## src/bus_byte_lane_parity_regs.svh

```systemverilog
// Constants for the byte-lane and data parity logic of the 16-bit bus.
// Assumes one core clock; included by the design modules.
`ifndef BUS_BYTE_LANE_PARITY_REGS_SVH
`define BUS_BYTE_LANE_PARITY_REGS_SVH

// Widths
`define LANE_COUNT        4
`define BUS_WIDTH         16
`define BUS_BYTES         2
`define BYTE_WIDTH        8

// Reset and idle values
`define LANE_IDLE_N       4'hF
`define STATUS_OK_N       1'h1
`define DATA_RESET        16'h0000
`define PARITY_RESET      2'h0

// Lane enable bit positions
`define LANE_UPPER3       3
`define LANE_UPPER2       2
`define LANE_LOWER1       1
`define LANE_LOWER0       0

`endif

```

## src/bus_parity_pkg.sv

```systemverilog
// Types shared by the byte-lane and data parity logic.
// Assumes nothing beyond a SystemVerilog compiler.
package bus_parity_pkg;

	// Bus cycle phase: first clock, data clocks, or idle
	typedef enum logic [1:0] {
		PHASE_IDLE,
		PHASE_FIRST,
		PHASE_DATA
	} bus_phase_t;

endpackage : bus_parity_pkg

```

## src/bus_byte_lane_parity.sv

```systemverilog
// Byte-lane enables, write parity and read parity status of the bus.
// Assumes the bus sequencer marks cycle starts, ready and hold for us.
`timescale 1ns/1ps
`include "bus_byte_lane_parity_regs.svh"

module bus_byte_lane_parity
	import bus_parity_pkg::*;
(
	input  wire logic        core_clk,
	input  wire logic        rst,
	// Core side
	input  wire logic        cyc_start,
	input  wire logic        cyc_write,
	input  wire logic [3:0]  core_lane_en,
	input  wire logic [15:0] core_wdata,
	input  wire logic        xfer_last,
	output logic [15:0]      core_rdata,
	output logic             core_rdata_valid,
	output logic             cyc_busy,
	// Bus control
	input  wire logic        bus_ready,
	input  wire logic        bus_hold,
	// Lane enables, active low, with shared output enable
	output logic             lane_enable_upper3_n,
	output logic             lane_enable_upper2_n,
	output logic             lane_enable_lower1_n,
	output logic             lane_enable_lower0_n,
	output logic             lane_enable_oe,
	// Data lines
	input  wire logic [15:0] bus_data_lines_in,
	output logic [15:0]      bus_data_lines_out,
	output logic             bus_data_lines_oe,
	// Parity lines
	input  wire logic        parity_bit_high_byte_in,
	input  wire logic        parity_bit_low_byte_in,
	output logic             parity_bit_high_byte_out,
	output logic             parity_bit_high_byte_oe,
	output logic             parity_bit_low_byte_out,
	output logic             parity_bit_low_byte_oe,
	// Parity status, active low, always driven
	output logic             parity_check_status_n
);

	bus_phase_t  phase_r;
	bus_phase_t  phase_nxt;
	logic        write_r;
	logic [3:0]  lane_en_r;
	logic [3:0]  lane_n_r;
	logic        lane_oe_r;
	logic [15:0] wdata_r;
	logic [1:0]  wpar_r;
	logic        wdrive_r;
	logic        status_n_r;
	logic [15:0] rdata_r;
	logic        rvalid_r;
	logic [1:0]  wpar_nxt;
	logic [1:0]  rd_byte_en;
	logic        rd_error;
	logic        start_ok;
	logic        xfer_done;

	// A new cycle is refused while the bus is granted away
	assign start_ok  = cyc_start && (phase_r == PHASE_IDLE) && !bus_hold;
	assign xfer_done = (phase_r == PHASE_DATA) && bus_ready;

	// Bytes of the 16-bit bus that are live for a read transfer
	assign rd_byte_en[0] = lane_en_r[`LANE_LOWER0] |
		lane_en_r[`LANE_UPPER2];
	assign rd_byte_en[1] = lane_en_r[`LANE_LOWER1] |
		lane_en_r[`LANE_UPPER3];

	// Parity of the next write word, taken from core data
	lane_parity_gen u_wpar (
		.data   (core_wdata),
		.parity (wpar_nxt)
	);

	// Check of the word on the bus against its returned parity
	read_parity_check u_rchk (
		.data_in   (bus_data_lines_in),
		.parity_in ({parity_bit_high_byte_in, parity_bit_low_byte_in}),
		.byte_en   (rd_byte_en),
		.error     (rd_error)
	);

	// Phase sequence: first clock, then data clocks until the last ready
	always_comb begin
		phase_nxt = phase_r;
		case (phase_r)
			PHASE_IDLE: begin
				if (start_ok)
					phase_nxt = PHASE_FIRST;
			end
			PHASE_FIRST: begin
				phase_nxt = PHASE_DATA;
			end
			PHASE_DATA: begin
				if (bus_ready && xfer_last)
					phase_nxt = PHASE_IDLE;
			end
			default: begin
				phase_nxt = PHASE_IDLE;
			end
		endcase
	end

	// Phase register
	always_ff @(posedge core_clk) begin
		if (rst)
			phase_r <= PHASE_IDLE;
		else
			phase_r <= phase_nxt;
	end

	// Direction of the running cycle
	always_ff @(posedge core_clk) begin
		if (rst)
			write_r <= 1'b0;
		else if (start_ok)
			write_r <= cyc_write;
	end

	// Lane enables: loaded at start and for each further burst transfer
	always_ff @(posedge core_clk) begin
		if (rst) begin
			lane_en_r <= 4'h0;
			lane_n_r  <= `LANE_IDLE_N;
		end else if (start_ok || (xfer_done && !xfer_last)) begin
			lane_en_r <= core_lane_en;
			lane_n_r  <= ~core_lane_en;
		end else if (phase_nxt == PHASE_IDLE) begin
			lane_en_r <= 4'h0;
			lane_n_r  <= `LANE_IDLE_N;
		end
	end

	// Lane enables float while another master owns the bus
	always_ff @(posedge core_clk) begin
		if (rst)
			lane_oe_r <= 1'b0;
		else
			lane_oe_r <= !bus_hold;
	end

	// Write word and its parity, held with the same timing
	always_ff @(posedge core_clk) begin
		if (rst) begin
			wdata_r <= `DATA_RESET;
			wpar_r  <= `PARITY_RESET;
		end else if (start_ok || (xfer_done && !xfer_last)) begin
			wdata_r <= core_wdata;
			wpar_r  <= wpar_nxt;
		end
	end

	// Data and parity drive from the second clock of a write to its end
	always_ff @(posedge core_clk) begin
		if (rst)
			wdrive_r <= 1'b0;
		else if (phase_r == PHASE_FIRST)
			wdrive_r <= write_r;
		else if (phase_nxt == PHASE_IDLE)
			wdrive_r <= 1'b0;
	end

	// Status answers in the clock after a read ready, high otherwise
	always_ff @(posedge core_clk) begin
		if (rst)
			status_n_r <= `STATUS_OK_N;
		else if (xfer_done && !write_r)
			status_n_r <= !rd_error;
		else
			status_n_r <= `STATUS_OK_N;
	end

	// Read data to the core; parity plays no part in it
	always_ff @(posedge core_clk) begin
		if (rst) begin
			rdata_r  <= `DATA_RESET;
			rvalid_r <= 1'b0;
		end else begin
			rvalid_r <= xfer_done && !write_r;
			if (xfer_done && !write_r)
				rdata_r <= bus_data_lines_in;
		end
	end

	// Pin and core outputs straight from flops; cyc_busy decoded from phase_r
	assign lane_enable_upper3_n     = lane_n_r[`LANE_UPPER3];
	assign lane_enable_upper2_n     = lane_n_r[`LANE_UPPER2];
	assign lane_enable_lower1_n     = lane_n_r[`LANE_LOWER1];
	assign lane_enable_lower0_n     = lane_n_r[`LANE_LOWER0];
	assign lane_enable_oe           = lane_oe_r;
	assign bus_data_lines_out       = wdata_r;
	assign bus_data_lines_oe        = wdrive_r;
	assign parity_bit_high_byte_out = wpar_r[1];
	assign parity_bit_low_byte_out  = wpar_r[0];
	assign parity_bit_high_byte_oe  = wdrive_r;
	assign parity_bit_low_byte_oe   = wdrive_r;
	assign parity_check_status_n    = status_n_r;
	assign core_rdata               = rdata_r;
	assign core_rdata_valid         = rvalid_r;
	assign cyc_busy                 = (phase_r != PHASE_IDLE) ? 1'b1 : 1'b0;

endmodule : bus_byte_lane_parity

```

## src/lane_parity_gen.sv

```systemverilog
// Even-parity generator, one bit per byte of the 16-bit bus.
// Assumes purely combinational use; the caller registers the result.
`timescale 1ns/1ps
`include "bus_byte_lane_parity_regs.svh"

module lane_parity_gen
	import bus_parity_pkg::*;
(
	input  wire logic [15:0] data,
	output logic      [1:0]  parity
);

	// Parity bit makes the byte plus parity hold an even count of ones
	genvar g;
	generate
		for (g = 0; g < `BUS_BYTES; g = g + 1) begin : g_byte
			assign parity[g] = ^data[g*`BYTE_WIDTH +: `BYTE_WIDTH];
		end
	endgenerate

endmodule : lane_parity_gen

```

## src/read_parity_check.sv

```systemverilog
// Read parity checker: flags a mismatch on enabled bytes only.
// Assumes bus inputs are synchronous and sampled by the caller.
`timescale 1ns/1ps
`include "bus_byte_lane_parity_regs.svh"

module read_parity_check
	import bus_parity_pkg::*;
(
	input  wire logic [15:0] data_in,
	input  wire logic [1:0]  parity_in,
	input  wire logic [1:0]  byte_en,
	output logic             error
);

	logic [1:0] expect_par;

	// Expected even parity of each received byte
	lane_parity_gen u_gen (
		.data   (data_in),
		.parity (expect_par)
	);

	// Disabled bytes never raise an error
	assign error = |((expect_par ^ parity_in) & byte_en);

endmodule : read_parity_check

```

## config.mk

```make
export PLATFORM = sky130hd
export DESIGN_NAME = bus_byte_lane_parity
export DESIGN_NICKNAME = d
export VERILOG_FILES = /design/src/bus_parity_pkg.sv /design/src/bus_byte_lane_parity.sv /design/src/lane_parity_gen.sv /design/src/read_parity_check.sv
export VERILOG_INCLUDE_DIRS = /design/src
export SDC_FILE = /design/constraint.sdc
export NUM_CORES = 1
export LEC_CHECK = 0
export BUFFER_PORTS_ARGS = -buffer_cell sky130_fd_sc_hd__buf_2
export CAP_MARGIN = 10
export CELL_PAD_IN_SITES_DETAIL_PLACEMENT = 0
export CELL_PAD_IN_SITES_GLOBAL_PLACEMENT = 1
export CORE_UTILIZATION = 31
export CTS_CLUSTER_SIZE = 16
export DETAILED_ROUTE_END_ITERATION = 8
export PLACE_DENSITY = 0.76
export SLEW_MARGIN = 20
export SYNTH_ARGS = -nofsm -noshare
export SYNTH_HDL_FRONTEND = slang
export SYNTH_SLANG_ARGS = --single-unit
```

## constraint.sdc

```tcl
create_clock -name core_clk -period 1.4 [get_ports core_clk]
set_input_delay 0 -clock core_clk [delete_from_list [all_inputs] [get_ports core_clk]]
set_output_delay 0 -clock core_clk [all_outputs]
set_load 0.03 [all_outputs]
```

==> metrics.txt <==
outcome=finished with violations; failing checks=DRC, setup timing; Final HPWL DP=3465 um; CTS H-tree depth=2; most used cells in the layout excluding fill and tap cells=sky130_fd_sc_hd__buf_2, sky130_fd_sc_hd__dfxtp_1, sky130_fd_sc_hd__dlygate4sd3_1; Sw Share=0.2852; vias per std cell=4.508; Synthesized Nets=263; number of nets in the layout=396; cell internal pwr=2.179 mW; post-route ant nets=0; net load switching power=0.8694 mW; gr ovfl total=0; number of violations of the max-capacitance limit=0; wire length per cell after detailed routing=12.37 um; final cell area excluding filler cells=3253 um^2; highest clock rate=0.6615 GHz; quantity of I/O buffers inserted on ports=89; P_leak=1.440 nW; CP endpoint kind=register; Layout Utilization=0.5065; ant diodes=0; final max-slew violation count=0; capturing element of the worst setup path=bus_data_lines_out[3]; time the final worst path needs with I/O delays and setup=1.512 ns; final non-filler cell total=429; routed length on met1=2367 um; Seq pwr share=0.484; area used by multi-input combinational logic=1085 um^2; largest net degree at the start of global routing=18; dominant cells by area after synthesis=sky130_fd_sc_hd__dfxtp_1, sky130_fd_sc_hd__mux2i_1, sky130_fd_sc_hd__xnor2_1; cell taking the most area after synthesis=sky130_fd_sc_hd__dfxtp_1; Worst Setup Path Type=reg2reg; amount of wire on met2 after detailed routing=2577 um; Synth Instances=218; y dimension of the die=84.03 um; register bit count reported by yosys=49; Clk pwr share=0.277; clock tree from TritonCTS=done; ratio of cells with drive above 1 in the final layout=0.3523; share of Yosys cell area claimed by the top area cell type=0.4703; router iterations before antenna repair=6; count of clock tree sinks=49; detailed-route DRC error count=10; actual slew at the worst max-slew pin=0.3804 ns; Skew-Pair Late Insertion Delay=0.30 ns; TritonCTS Buffers=5; library cell used as clock root buffer=sky130_fd_sc_hd__clkbuf_8; wire length of the first global-routing pass=8604 um; Place WS=-0.1146 ns; Placer Congestion=0.7285; worst voltage drop across the vdd grid=0.0005197 V; launching element type of the critical path=register; setup repair after global routing missed its margin=yes; total power density per cell area=937.1 nW/um^2; number of vias in the routed layout=1934; ratio of final minimum period to clock period=1.080; part of the power in combinational logic=0.239; arrival time worst endpoint=1.71 ns; R2R cell count=6; overall fraction of global-route tracks in use=0.1532; worst min path class=in2reg; I/O pin cnt=90; final setup violation count=27; placeable core area=6422 um^2; area of the mapped netlist=2086 um^2; total negative slack for setup checks=-1.525 ns; worst rel slew slack=0.7447; Synth-to-Final Area Change=55.97%; Clock Tree Buf Depth=2; register clock-pin slew on the reported worst setup and hold paths=0.10 ns; initial core utilization=0.3248; die area=7060 um^2; RR Startpoint=phase_r[1]; via count of the first global-routing pass=1887; Hold Fails Final Rpt=0; number of antenna violations at the first check in global routing=0; number of instances in the placed design=382; R2R Path End=bus_data_lines_out[3]; met3 wire length=305 um; data required time at the worst endpoint=1.60 ns; r2r setup slk=-0.11 ns; post-route clock skew=0.01070 ns; sequential-to-total area share from yosys stat=0.4703; most frequent standard cell in the layout excluding fill and tap cells=sky130_fd_sc_hd__buf_2; count of filler cells inserted in the layout=598; Yosys Warn Count=0; routed wire length=5307 um; Distinct cells, synth=32; Max FO, Critical Path=7; post-placement cell area=2656 um^2; post-synthesis area per instance=9.568 um^2; flip-flop and latch area=985.9 um^2; drt initial violations=57; final worst setup slack=-0.1118 ns; standard-cell row count=29; chip width=84.03 um; Setup crit start=phase_r[1]; top layer used by detailed routing=met4
## critical path, cell delays in order (launching register included)
cell and delay [ns]:
sky130_fd_sc_hd__dfxtp_2 0.34, sky130_fd_sc_hd__or3b_4 0.38, sky130_fd_sc_hd__a21oi_4 0.20, sky130_fd_sc_hd__buf_12 0.15, sky130_fd_sc_hd__buf_16 0.12, sky130_fd_sc_hd__mux2i_1 0.17, sky130_fd_sc_hd__nor2_1 0.06
## repair_timing
| item | 4_1_cts | 5_1_grt |
|---|---|---|
| hold buffers | 37 | 1 |
| pin swaps | 5 | 10 |
| gates resized for setup | 7 | 10 |
| setup buffers | 1 | 1 |
| hold endpoints to repair | 41 | 1 |
| setup endpoints to repair | 25 | 29 |
| gates cloned | 2 | 0 |
## state kept, by name, summed over array words and instances, names as in the netlist
register	count
write_r	1
bus_data_lines_out	16
parity_check_status_n	1
lane_n_r	4
lane_enable_oe	1
lane_en_r	4
core_rdata	16
wpar_r	2
bus_data_lines_oe	1
core_rdata_valid	1
phase_r	2
## cells in the mapped netlist, drive strengths merged
cell      n
o21ai     2
nand2b    6
a211oi    2
a21oi    18
xor2      2
nor3b     2
nor2b     2
buf       8
dfxtp    49
mux2i    18
a22oi     4
nor3      1
or3b      1
o2bb2ai   4
nor2     30
a2111oi   1
clkbuf    4
o21a      1
nand2    33
xnor2    20
nand3b    2
and3b     1
xnor3     3
o31ai     1
or2       1
o21bai    1
inv       1
## routing by layer
metal,vias to the layer above,track usage
met3,5,0.04550
li1,990,-
met4,0,0.04232
met5,-,0
met1,881,0.1781
met2,58,0.2720
## power by group through the flow
stage	clock (mW)	sequential [mW]	combinational [mW]
floorplan	0	1.59	0.307
global placement	0	1.50	0.586
detailed placement	0	1.50	0.589
CTS	0.875	1.47	0.715
global route	0.937	1.48	0.784
finish	0.844	1.48	0.728
## metrics by stage
| step | total power, mW | hold slack [ns] |
|---|---|---|
| after floorplan | 1.901 | 0.06669 |
| after global placement | 2.090 | 0.1963 |
| after detailed placement | 2.093 | 0.1929 |
| after CTS | 3.064 | -0.009140 |
| after global routing | 3.205 | 0.06599 |
| final | 3.049 | 0.03241 |
## worst min path at each step
| stage | to | start | depth (start not counted) |
|---|---|---|---|
| 2_1_floorplan | lane_enable_oe | bus_hold | 1 |
| 3_3_place_gp | lane_enable_oe | bus_hold | 2 |
| 3_5_place_dp | lane_enable_oe | bus_hold | 2 |
| 4_1_cts | bus_data_lines_out[4] | core_wdata[4] | 3 |
| 5_1_grt | bus_data_lines_oe | bus_hold | 4 |
| 6_report | bus_data_lines_oe | bus_hold | 4 |
## cells by family (layout without fill, tap and decap cells)
family,Yosys count,in the layout,synth area share
buf+inv,13,147,0.04018
compound gates,34,34,0.1080
flops,49,49,0.4703
xor+xnor,25,25,0.1248
mux,18,18,0.08638
simple gates,79,79,0.1704
## cell type report
cell class | instances | area share
Tap cell | 77 | 0.02962
Inverter | 1 | 0.001154
Clock inverter | 2 | 0.004231
Sequential cell | 49 | 0.3031
Timing Repair Buffer | 138 | 0.3062
Multi-Input combinational cell | 156 | 0.3335
Clock buffer | 6 | 0.02231
Note: power is estimated with default switching activity, not from simulation.
